===== config.mk =====
export PLATFORM = sky130hd
export DESIGN_NAME = spc_top
export DESIGN_NICKNAME = d
export VERILOG_FILES = /design/src/verilog/spc_pkg.sv /design/src/verilog/spc_top.sv
export SDC_FILE = /design/constraint.sdc
export NUM_CORES = 1
export LEC_CHECK = 0
export ABC_AREA = 1
export BUFFER_PORTS_ARGS = -buffer_cell sky130_fd_sc_hd__buf_2
export CORE_MARGIN = 5
export CORE_UTILIZATION = 50
export CTS_CLUSTER_DIAMETER = 150
export CTS_CLUSTER_SIZE = 16
export DETAILED_ROUTE_END_ITERATION = 6
export GPL_TIMING_DRIVEN = 0
export HOLD_SLACK_MARGIN = 0.15
export PLACE_DENSITY = 0.76
export REMOVE_ABC_BUFFERS = 1
export SLEW_MARGIN = 10
export SYNTH_ARGS = -nofsm -noshare
export SYNTH_HDL_FRONTEND = slang
export SYNTH_SLANG_ARGS = --single-unit

===== constraint.sdc =====
create_clock -name clk_i -period 163.7 [get_ports clk_i]
set_input_delay 24.555 -clock clk_i [delete_from_list [all_inputs] [get_ports clk_i]]
set_output_delay 24.555 -clock clk_i [all_outputs]
set_load 0.02 [all_outputs]

===== src/verilog/spc_pkg.sv =====
// Purpose: Shared constants and types for the serial port setup block.
// Assumes: One 200 MHz clock; registers reached over classic Wishbone.
// Notes:   Byte address of a register is four times its index.
package spc_pkg;

  // ==========================================================
  // Clock and timing
  localparam int unsigned CLK_HZ = 200_000_000;
  localparam int unsigned TMO_UNIT_MS = 100; // Timeout step
  localparam int unsigned TMO_DEF_S = 5; // Timeout for code 00
  localparam int unsigned TMO_DEF_UNITS = TMO_DEF_S * 1000 / TMO_UNIT_MS;
  localparam int unsigned TMO_UNIT_CYC = CLK_HZ / 1000 * TMO_UNIT_MS;

  // ==========================================================
  // Register indices
  localparam logic [7:0] IDX_FRAME = 8'hA0;
  localparam logic [7:0] IDX_SPEED = 8'hA1;
  localparam logic [7:0] IDX_TMO = 8'hA7;
  localparam logic [7:0] IDX_CTRL = 8'hA8;
  localparam logic [7:0] IDX_STAT = 8'hA9;
  localparam logic [7:0] IDX_MASK = 8'hAA;

  // ==========================================================
  // Field positions and reset values
  localparam int unsigned PAR_LSB = 0;
  localparam int unsigned MODE_LSB = 8;
  localparam int unsigned SEL_BIT = 15;
  localparam int unsigned BAUD_LSB = 0;
  localparam int unsigned TMO_LSB = 8;
  localparam int unsigned CTRL_APPLY = 0;
  localparam int unsigned ST_TIMEOUT = 0;
  localparam int unsigned ST_APPLIED = 1;
  localparam int unsigned ST_RESP = 2;
  localparam int unsigned ST_W = 3;
  localparam logic [15:0] FRAME_RST = 16'h0000;
  localparam logic [15:0] SPEED_RST = 16'h0000;
  localparam logic [15:0] TMO_RST = 16'h0000;
  localparam logic [ST_W-1:0] MASK_RST = 3'h0;

  // ==========================================================
  // Codes
  localparam logic [3:0] MODE_HOST_LINK = 4'h0;
  localparam logic [3:0] MODE_POLL_MASTER = 4'h8;
  localparam logic [3:0] MODE_GATEWAY = 4'h9;
  localparam logic [7:0] BAUD_MAX = 8'h0A;
  localparam logic [7:0] BAUD_LINK_HIGH = 8'h0A;
  localparam logic [7:0] TMO_CODE_DEF = 8'h00;
  localparam logic [15:0] END_CODE_TIMEOUT = 16'h0205;
  localparam int unsigned RATE_BPS [0:10] = '{9600, 300, 600, 1200, 2400,
    4800, 9600, 19200, 38400, 57600, 115200};
  localparam int unsigned STD_BPS = 9600;
  localparam int unsigned LINK_STD_BPS = 38400;
  localparam int unsigned LINK_HI_BPS = 115200;

  // ==========================================================
  // Types
  typedef enum logic [1:0] {PAR_EVEN, PAR_ODD, PAR_NONE} spc_parity_t;

  typedef struct packed {
    logic cyc;
    logic stb;
    logic we;
    logic [3:0] sel;
    logic [31:0] adr;
    logic [31:0] dat;
  } spc_wb_req_t;

  typedef struct packed {
    spc_parity_t parity;
    logic [7:0] baud_code;
    logic gateway;
    logic link_master;
    logic link_high;
  } spc_cfg_t;

endpackage


===== src/verilog/spc_top.sv =====
// Purpose: Serial port setup registers, effective settings, baud enable
//          and gateway response timer.
// Assumes: Cycle and gateway strobes come from logic on clk_i.
// Notes:   Frame, speed and timeout writes land in staging registers until the next scan cycle or change command.
//
// Summary of operation
// - Parity field bits 1:0 decode 00 even, 01 odd, 10 none, even by default.
// - Baud codes 01 to 0A pick 300 up to 115200 bit/s, code 00 picks 9600.
// - Parity fields count only in host command protocol mode, baud fields also as polling master.
// - In host command protocol mode, parity and baud fields count only when the custom selection bit is 1.
// - A changed setting takes effect from the next cycle or on the change command.
// - Timeout byte 00 gives 5 s and codes 01 to FF give code times 100 ms.
// - The timer starts when the gateway command is sent and stops on its response.
// - On expiry the end code 0205 hex goes back to the command originator.
// - Mode field value 8 makes the port the polling master of the shared link.
// - As polling master baud code 00 means standard and 0A high link speed.
//
// The implementer's own choice: the Wishbone register port.
`timescale 1ns/1ps

module spc_top #(
  parameter int unsigned TMO_UNIT_CYC = spc_pkg::TMO_UNIT_CYC
) (
  // Clock and reset
  input wire logic clk_i,
  input wire logic rst_i,
  // Wishbone slave
  input spc_pkg::spc_wb_req_t wb_i,
  output logic [31:0] wb_dat_o,
  output logic wb_ack_o,
  // Scan cycle boundary and gateway events
  input wire logic cycle_tick_i,
  input wire logic gw_cmd_sent_i,
  input wire logic gw_resp_rcvd_i,
  // Effective settings and bit rate enable
  output spc_pkg::spc_cfg_t cfg_o,
  output logic baud_tick_o,
  output logic change_pending_o,
  // Gateway timeout answer
  output logic gw_busy_o,
  output logic gw_timeout_o,
  output logic [15:0] gw_end_code_o,
  // Interrupt
  output logic irq_o
);

  // ==========================================================
  // Helpers
  function automatic logic [31:0] adr_of(input logic [7:0] idx);
    adr_of = {22'h0, idx, 2'b00};
  endfunction

  function automatic logic [19:0] div_of(input int unsigned bps);
    div_of = 20'(spc_pkg::CLK_HZ / bps);
  endfunction

  function automatic logic [15:0] merge(input logic [15:0] old,
                                        input logic [31:0] dat,
                                        input logic [3:0] sel);
    merge = old;
    if (sel[0]) begin
      merge[7:0] = dat[7:0];
    end
    if (sel[1]) begin
      merge[15:8] = dat[15:8];
    end
  endfunction

  // ==========================================================
  // Bus decode
  logic req;
  logic wr;
  logic rd;
  assign req = wb_i.cyc && wb_i.stb && !wb_ack_o;
  assign wr = req && wb_i.we;
  assign rd = req && !wb_i.we;

  // ==========================================================
  // Registers
  logic [15:0] frame_q, frame_d;
  logic [15:0] speed_q, speed_d;
  logic [15:0] tmo_q, tmo_d;
  logic [15:0] frame_act_q, frame_act_d;
  logic [15:0] speed_act_q, speed_act_d;
  logic [15:0] tmo_act_q, tmo_act_d;
  logic pend_q, pend_d;
  logic [spc_pkg::ST_W-1:0] stat_q, stat_d;
  logic [spc_pkg::ST_W-1:0] mask_q, mask_d;
  logic [31:0] rdat_d;
  logic ack_d;
  logic apply;
  logic [spc_pkg::ST_W-1:0] ev;

  // Staging, apply and status; event set wins over read clear
  always_comb begin
    frame_d = frame_q;
    speed_d = speed_q;
    tmo_d = tmo_q;
    mask_d = mask_q;
    pend_d = pend_q;
    rdat_d = 32'h0;
    ack_d = req;
    apply = pend_q && cycle_tick_i;
    if (wr) begin
      case (wb_i.adr)
        adr_of(spc_pkg::IDX_FRAME): begin
          frame_d = merge(frame_q, wb_i.dat, wb_i.sel);
          pend_d = 1'b1;
        end
        adr_of(spc_pkg::IDX_SPEED): begin
          speed_d = merge(speed_q, wb_i.dat, wb_i.sel);
          pend_d = 1'b1;
        end
        adr_of(spc_pkg::IDX_TMO): begin
          tmo_d = merge(tmo_q, wb_i.dat, wb_i.sel);
          pend_d = 1'b1;
        end
        adr_of(spc_pkg::IDX_CTRL): begin
          // Settings change instruction forces an apply now
          if (wb_i.sel[0] && wb_i.dat[spc_pkg::CTRL_APPLY]) begin
            apply = 1'b1;
          end
        end
        adr_of(spc_pkg::IDX_MASK): begin
          if (wb_i.sel[0]) begin
            mask_d = wb_i.dat[spc_pkg::ST_W-1:0];
          end
        end
        default: begin
        end
      endcase
    end
    if (rd) begin
      case (wb_i.adr)
        adr_of(spc_pkg::IDX_FRAME): rdat_d = {16'h0, frame_q};
        adr_of(spc_pkg::IDX_SPEED): rdat_d = {16'h0, speed_q};
        adr_of(spc_pkg::IDX_TMO): rdat_d = {16'h0, tmo_q};
        adr_of(spc_pkg::IDX_CTRL): rdat_d = {31'h0, pend_q};
        adr_of(spc_pkg::IDX_STAT): rdat_d = {29'h0, stat_q};
        adr_of(spc_pkg::IDX_MASK): rdat_d = {29'h0, mask_q};
        default: rdat_d = 32'h0; // Unmapped reads as zero
      endcase
    end
    // A fresh write in the applying cycle is applied with the rest and pending clears
    if (apply && !(wr && wb_i.adr != adr_of(spc_pkg::IDX_CTRL)
                   && wb_i.adr != adr_of(spc_pkg::IDX_MASK)
                   && pend_d && !pend_q)) begin
      pend_d = 1'b0;
    end
    frame_act_d = apply ? frame_d : frame_act_q;
    speed_act_d = apply ? speed_d : speed_act_q;
    tmo_act_d = apply ? tmo_d : tmo_act_q;
    stat_d = stat_q;
    if (rd && wb_i.adr == adr_of(spc_pkg::IDX_STAT)) begin
      stat_d = '0;
    end
    stat_d = stat_d | ev;
  end

  always_ff @(posedge clk_i) begin
    if (rst_i) begin
      frame_q <= spc_pkg::FRAME_RST;
      speed_q <= spc_pkg::SPEED_RST;
      tmo_q <= spc_pkg::TMO_RST;
      frame_act_q <= spc_pkg::FRAME_RST;
      speed_act_q <= spc_pkg::SPEED_RST;
      tmo_act_q <= spc_pkg::TMO_RST;
      pend_q <= 1'b0;
      stat_q <= '0;
      mask_q <= spc_pkg::MASK_RST;
      wb_dat_o <= 32'h0;
      wb_ack_o <= 1'b0;
    end else begin
      frame_q <= frame_d;
      speed_q <= speed_d;
      tmo_q <= tmo_d;
      frame_act_q <= frame_act_d;
      speed_act_q <= speed_act_d;
      tmo_act_q <= tmo_act_d;
      pend_q <= pend_d;
      stat_q <= stat_d;
      mask_q <= mask_d;
      wb_dat_o <= rdat_d;
      wb_ack_o <= ack_d;
    end
  end

  assign change_pending_o = pend_q;
  assign irq_o = |(stat_q & mask_q);

  // ==========================================================
  // Effective settings
  spc_pkg::spc_cfg_t cfg_d;
  logic [19:0] div_d, div_q;
  logic [3:0] mode;
  logic [1:0] par_f;
  logic [7:0] baud_f;
  logic custom;
  assign mode = frame_act_q[spc_pkg::MODE_LSB +: 4];
  assign par_f = frame_act_q[spc_pkg::PAR_LSB +: 2];
  assign custom = frame_act_q[spc_pkg::SEL_BIT];
  assign baud_f = speed_act_q[spc_pkg::BAUD_LSB +: 8];

  // Non-custom or other modes except polling master fall back to even parity at 9600
  always_comb begin
    cfg_d.parity = spc_pkg::PAR_EVEN;
    cfg_d.baud_code = 8'h00;
    cfg_d.gateway = (mode == spc_pkg::MODE_GATEWAY);
    cfg_d.link_master = (mode == spc_pkg::MODE_POLL_MASTER);
    cfg_d.link_high = 1'b0;
    div_d = div_of(spc_pkg::STD_BPS);
    if (mode == spc_pkg::MODE_HOST_LINK && custom) begin
      case (par_f)
        2'h1: cfg_d.parity = spc_pkg::PAR_ODD;
        2'h2: cfg_d.parity = spc_pkg::PAR_NONE;
        default: cfg_d.parity = spc_pkg::PAR_EVEN;
      endcase
      if (baud_f <= spc_pkg::BAUD_MAX) begin
        cfg_d.baud_code = baud_f;
        div_d = div_of(spc_pkg::RATE_BPS[baud_f[3:0]]);
      end
    end
    if (cfg_d.link_master) begin
      // Polled nodes must be set to this same speed
      cfg_d.link_high = (baud_f == spc_pkg::BAUD_LINK_HIGH);
      cfg_d.baud_code = baud_f;
      div_d = cfg_d.link_high ? div_of(spc_pkg::LINK_HI_BPS)
                              : div_of(spc_pkg::LINK_STD_BPS);
    end
  end

  always_ff @(posedge clk_i) begin
    if (rst_i) begin
      cfg_o <= '0;
      div_q <= div_of(spc_pkg::STD_BPS);
    end else begin
      cfg_o <= cfg_d;
      div_q <= div_d;
    end
  end

  // ==========================================================
  // Bit rate enable divider
  logic [19:0] bcnt_q, bcnt_d;
  logic btick_d;

  // Restart the count if a new divisor makes it overshoot
  always_comb begin
    btick_d = 1'b0;
    bcnt_d = bcnt_q + 20'h1;
    if (bcnt_q >= div_q - 20'h1) begin
      bcnt_d = 20'h0;
      btick_d = 1'b1;
    end
  end

  always_ff @(posedge clk_i) begin
    if (rst_i) begin
      bcnt_q <= 20'h0;
      baud_tick_o <= 1'b0;
    end else begin
      bcnt_q <= bcnt_d;
      baud_tick_o <= btick_d;
    end
  end

  // ==========================================================
  // Gateway response timer
  logic [31:0] ucnt_q, ucnt_d;
  logic [7:0] units_q, units_d;
  logic run_q, run_d;
  logic tmo_d_o;
  logic [7:0] code;
  logic [7:0] limit;
  assign code = tmo_act_q[spc_pkg::TMO_LSB +: 8];
  assign limit = (code == spc_pkg::TMO_CODE_DEF) ?
                 8'(spc_pkg::TMO_DEF_UNITS) : code;

  // Counts whole 100 ms units; a new send restarts the wait
  always_comb begin
    ucnt_d = ucnt_q;
    units_d = units_q;
    run_d = run_q;
    tmo_d_o = 1'b0;
    ev = '0;
    ev[spc_pkg::ST_APPLIED] = apply;
    if (run_q) begin
      if (ucnt_q == TMO_UNIT_CYC - 1) begin
        ucnt_d = 32'h0;
        units_d = units_q + 8'h1;
        if (units_q + 8'h1 >= limit) begin
          run_d = 1'b0;
          tmo_d_o = 1'b1;
        end
      end else begin
        ucnt_d = ucnt_q + 32'h1;
      end
    end
    if (run_q && gw_resp_rcvd_i) begin
      run_d = 1'b0;
      tmo_d_o = 1'b0;
      ev[spc_pkg::ST_RESP] = 1'b1;
    end
    if (gw_cmd_sent_i && cfg_o.gateway) begin
      run_d = 1'b1;
      ucnt_d = 32'h0;
      units_d = 8'h0;
      tmo_d_o = 1'b0;
    end
    ev[spc_pkg::ST_TIMEOUT] = tmo_d_o;
  end

  always_ff @(posedge clk_i) begin
    if (rst_i) begin
      ucnt_q <= 32'h0;
      units_q <= 8'h0;
      run_q <= 1'b0;
      gw_timeout_o <= 1'b0;
      gw_end_code_o <= 16'h0000;
    end else begin
      ucnt_q <= ucnt_d;
      units_q <= units_d;
      run_q <= run_d;
      gw_timeout_o <= tmo_d_o;
      if (tmo_d_o) begin
        gw_end_code_o <= spc_pkg::END_CODE_TIMEOUT;
      end
    end
  end

  assign gw_busy_o = run_q;

endmodule // spc_top


# [Yosys cells after proc, flatten, opt, wreduce, memory -nomap -nowiden]
# Memories as Yosys holds them, arrays and structs flattened.
# Cells that the tools add are included.
[totals] out_inout_bits=67 inputBits=76 mem_bits_ro=512 regBits=225 memories=1
[mem_list] name="(no name shown)" depth=16 word_bits=32 rd=1 rd_ports_with_merged_regs=0 wr=0 line_no="spc_top.sv:220" text="div_d = div_of(spc_pkg::RATE_BPS[baud_f[3:0]]);"
[classes] bitwise_logic=6 n_eq_ne=14 n_mux=43 n_addsub=4 n_lt_le_gt_ge=4 reduce_logical=31 div_mod_pow=1
[op_table] cell="32-bit by 10-bit == test with 1-bit output (second input constant)" n=6
[op_table] cell="16-bit 2-to-1 mux" n=6
[op_table] cell="32-bit 2-to-1 mux" n=3
[op_table] cell="16-bit case mux with 6 select lines" n=1
[op_table] cell="8-bit 2-to-1 mux" n=10
[op_table] cell="32-bit by 10-bit inequality test with 1-bit output (second input constant)" n=2
[op_table] cell="20-bit 2-to-1 mux" n=3
[op_table] cell="32-bit by 1-bit adder with 32-bit output (second input constant)" n=1
[op_table] cell="28-bit by 32-bit divider with 32-bit output (first input constant)" n=1
[op_table] cell="32-bit by 25-bit == test with 1-bit output (second input constant)" n=1
[op_table] cell="20-bit by 1-bit adder with 20-bit output (second input constant)" n=1
[op_table] cell="20-bit >= comparator" n=1
[op_table] cell="20-bit by 1-bit subtractor with 20-bit output (second input constant)" n=1
[op_table] cell="1-bit 2-to-1 mux" n=17
[op_table] cell="1-bit logical AND" n=15
[op_table] cell="13-bit 2-to-1 mux" n=1
[op_table] cell="2-bit OR reduction" n=6
[op_table] cell="8-bit by 1-bit adder with 8-bit output (second input constant)" n=1
[op_table] cell="4-bit == test (second input constant)" n=2
[op_table] cell="8-bit by 4-bit == test with 1-bit output (second input constant)" n=1
[op_table] cell="8-bit >= comparator" n=1
[op_table] cell="8-bit by 4-bit less-or-equal comparator with 1-bit output (second input constant)" n=1
[op_table] cell="8-bit logical NOT" n=1
[op_table] cell="3-bit OR reduction" n=2
[op_table] cell="13 further kinds" n=18

# [Depth between registers and ports, before layout]
[depth] word_depth=10 ltp_mapped=487

# [Worst setup path before layout]
# Ideal clock, no wire load.
[synth_path] path_type="reg-to-reg" start="reg speed_act_q[1]" end="reg div_q[0]" path_slack_ns=104.580 setup_time_ns=0.109 synth_period_minus_slack_ns=59.120 arrival_time_ns=59.011 path_stages_with_launch=458 cell_sequence="dfxtp_1 inv_1 ha_1 inv_1 nand2_1 nand3_1 nand2_1 nor2_1 nand2_1 nand2_1 nand3_1 inv_1 fa_1 a21oi_1 o21ai_0 nand3_1 inv_1 nand2_1 (+422 left out) nor2_1 nand2_2 nor2_4 nand2_2 inv_1 clkbuf_1 nand2_1 o21ai_0 ha_1 a21oi_1 nor2_1 a211oi_1 o221a_2 nand2_1 nand2_1 nand3_1 nand2_1 inv_1"
[synth_via] elab_chain_cells=8 elab_cells_between_ends=9 cone_classes="1 x div; 1 x order compare; 5 x mux; 1 x bitwise; 1 x memory"
[synth_lines] item="start, declared" line_no="spc_top.sv:84" text="logic [15:0] speed_act_q, speed_act_d;"
[synth_lines] item="start signal, assigned" line_no="spc_top.sv:166" text="speed_act_q <= spc_pkg::SPEED_RST;"
[synth_lines] item="start signal, assigned" line_no="spc_top.sv:178" text="speed_act_q <= speed_act_d;"
[synth_lines] item="4-bit inverter with 5-bit output (implied by the code)" line_no="spc_top.sv:220"
[synth_lines] item="memory read 16 x 32 bit"
[synth_lines] item="32-bit 2-to-1 mux (implied by the code) (2 in series)" line_no="spc_top.sv:220"
[synth_lines] item="28-bit by 32-bit divider with 32-bit output" line_no="spc_top.sv:54" text="div_of = 20'(spc_pkg::CLK_HZ / bps);"
[synth_lines] item="20-bit 2-to-1 mux (*)" line_no="spc_top.sv:218" text="if (baud_f <= spc_pkg::BAUD_MAX) begin"
[synth_lines] item="20-bit 2-to-1 mux (*)" line_no="spc_top.sv:212" text="if (mode == spc_pkg::MODE_HOST_LINK && custom) begin"
[synth_lines] item="20-bit 2-to-1 mux (*)" line_no="spc_top.sv:223" text="if (cfg_d.link_master) begin"
[synth_lines] item="end signal, assigned" line_no="spc_top.sv:235" text="div_q <= div_of(spc_pkg::STD_BPS);"
[synth_lines] item="end signal, assigned" line_no="spc_top.sv:238" text="div_q <= div_d;"
[synth_lines] item="end, declared" line_no="spc_top.sv:194" text="logic [19:0] div_d, div_q;"
# Every way passes the cells marked *; elsewhere a longest branch is shown, timed or not. The select of a mux whose other input is x is not followed.
# A chain may end at the register's enable or synchronous reset.

# [Worst setup path after layout]
# Ends and elaborated chain as after synthesis.

==> reports/metrics.csv <==
metric;value;unit
Die ar.;64500;um2
Setup TNS;0;ns
clock slew at reported path FFs;0.07;ns
Max-slew headroom;0.139;
critical path peak fanout;37;
post-route minimum period;69.40;ns
flop2flop setup slack;94.30;ns
postcts setup bufs;0;
Post-Route WL;77.5;mm
Hold EP;cfg_o[10];
GRT Total Usage;0.230;
sequential area share after synthesis;0.129;
EDFF count, synth;0;
Clock Path Buffers;2;
slowest stage delay, CP;1.27;ns
HP Class;reg -> reg;
Post-CTS Hold Buffers;0;
CTS tree;built;
Req. time, crit path;164.04;ns
Final Hold Viols;0;
post-synth top area share;0.147;
Worst Path Arrival;69.74;ns
max-slew violation count;0;
Mapped Cells;4860;
most instantiated library cell after synthesis;nand2_1;
post-CTS sizing;0;
post-synth top area cell;ha_1;
post-route DRC violation count;0;
maxcap violations;0;
Synth Area per Inst;6.13;um2
Setup-failing EPs final;0;
IO Port Bufs;95;
GPL Wtd Cong;0.932;
Worst Max-Slew Pin Slew;1.29;ns
worst hold path stage count;2;
RSZ-0062 raised after global routing;no;
outcome;finished, final reports clean;
io pins;143;
HP Start;speed_act_q[7];
DR iter-0 viols;2169;
die outline width;254;um
worst-skew pair later-pin latency;0.44;ns
first drt pass iteration count;6;
clk sinks;192;
Crit Path Class;reg -> reg;
CP delay by family, top;simple AND/OR/NAND/NOR gates;
Worst Reg-to-Reg Cells;412;
flops & latches, synth;192;
Top FF cell, synth;dfxtp_1;
R2R Path End;div_q[0];
wire length of the first global-routing pass;129;mm
Die H;254;um
vias per cell;5.43;
num rows;89;
vias in the first global route;27600;
H-tree level count;4;
dominant cells by area after synthesis;ha_1 15%, nand2_1 14%, dfxtp_1 13%;
# nets final;5305;
CP Launch Type;flip-flop;
antenna violations before repair;2;
Mapped Area;29800;um2
core area;59000;um2
Crit Reg-Reg Startpoint;speed_act_q[1];
Remaining Overflow, GRT;0;
DR vias;30800;
Worst Skew;0.0115;ns
share of layout cells above drive strength 1;0.0749;
wire per inst;13.7;um
area grow syn2layout;5.24;%
ys async rst share;0;
Max Freq;14.4;MHz
total CTS buffers;17;
Final ANT Viol Nets;0;
Most common cell on crit path;nand2_1;
Critical-path top delay cell;clkinv_1;
top cells by count, synth;1,118 x nand2_1, 638 x inv_1, 388 x a21oi_1;
largest net degree at the start of global routing;56;
Root Driver;clkbuf_16;
Setup crit end kind;flip-flop;
Unique masters post-synth;76;
Buf+Inv Stages, Crit Path;41;
initial core utilization;0.505;
period utilization;0.424;
Ys Warns;0;
detailed placer's ending HPWL;61.6;mm
==> routing by layer <==
| layer | share of wire | global-route usage |
|---|---|---|
| met2 | 0.47 | 0.402 |
| met1 | 0.48 | 0.313 |
| met5 | 0 | 0 |
| met3 | 0.040 | 0.0163 |
| met4 | 0.016 | 0.0485 |
==> worst register-to-register path, delay by kind of cell, from the launching register on <==
| family | cells | cell delay (ns) |
|---|---|---|
| flops | 1 | 0.65 |
| compound gates | 111 | 22.16 |
| buf+inv | 41 | 8.64 |
| fa+ha+maj | 29 | 10.69 |
| simple gates | 231 | 27.14 |
==> worst max path at each step <==
stage              startpoint        to  slack [ns]  cells after the start
4_1_cts        speed_act_q[1]  div_q[0]       94.71                    412
2_1_floorplan  speed_act_q[1]  div_q[0]      106.51                    419
3_5_place_dp   speed_act_q[1]  div_q[0]       94.87                    412
3_3_place_gp   speed_act_q[3]  div_q[0]       92.96                    409
6_report       speed_act_q[1]  div_q[0]       94.30                    412
5_1_grt        speed_act_q[1]  div_q[0]       86.08                    416
==> layout make-up <==
cell class / count / area [um2]
Fill cell: 5979 / 27700
Multi-Input combinational cell: 3894 / 22800
Sequential cell: 192 / 3840
Inverter: 669 / 2520
Tap cell: 773 / 967
Timing Repair Buffer: 102 / 627
Clock buffer: 19 / 433
Clock inverter: 12 / 125
Antenna cell: 2 / 5.00
==> flip-flops by register name, indices dropped and copies added, names as in the netlist, 13 cells and up, named ones only <==
name and count:
bcnt_q 20, cfg_o 13, div_q 20, speed_q 16, ucnt_q 32, wb_dat_o 16
==> stage by stage <==
step,util,worst slack [ns],hold slack (ns),std cells,cell area [um2]
finish,0.531,94.30,0.462,5663,31300
CTS,0.531,94.71,0.464,5661,31300
floorplan,-,106.51,0.414,4755,29100
global route,0.531,86.08,0.488,5663,31300
global placement,0.518,92.96,0.445,5623,30600
detailed placement,0.521,94.87,0.448,5630,30800
==> placed cells by master (no fill, tap or decap), drive strengths merged, types with 9 or more instances in the layout <==
master | synthesis | routed
a211oi | 19 | 19
nor3b | 12 | 12
and2 | 11 | 11
o21a | 11 | 11
o21bai | 40 | 40
clkbuf | 72 | 19
o21ai | 421 | 421
nor2 | 409 | 409
o22ai | 9 | 9
a21o | 11 | 11
buf | 63 | 102
nand3b | 12 | 12
nand2 | 1185 | 1185
conb | 1 | 31
a21oi | 394 | 394
nor4 | 29 | 29
o211ai | 17 | 17
xnor2 | 123 | 123
dfxtp | 192 | 192
clkinv | 7 | 14
a31oi | 24 | 24
inv | 662 | 665
ha | 350 | 350
or2 | 32 | 32
nand4 | 97 | 97
nor3 | 73 | 73
xor2 | 167 | 167
o31ai | 12 | 12
nand3 | 347 | 347
==> cells by family (layout without fill, tap and decap cells) <==
| kind of cell | after synthesis | after routing | synth area share |
|---|---|---|---|
| AND/OR/NAND/NOR | 2218 | 2218 | 0.339 |
| AO/OA/AOI/OAI | 997 | 997 | 0.186 |
| buffers and inverters | 804 | 802 | 0.110 |
| adder cells (fa/ha/maj) | 353 | 353 | 0.149 |
| XOR/XNOR | 290 | 290 | 0.0853 |
| flip-flops | 192 | 192 | 0.129 |
| multiplexers | 5 | 5 | 0.00168 |
| other | 1 | 33 | 0.000126 |
Power is left out: the tool's default activity adds up to more than one toggle a clock period on the data nets, which glitch-free logic cannot reach.
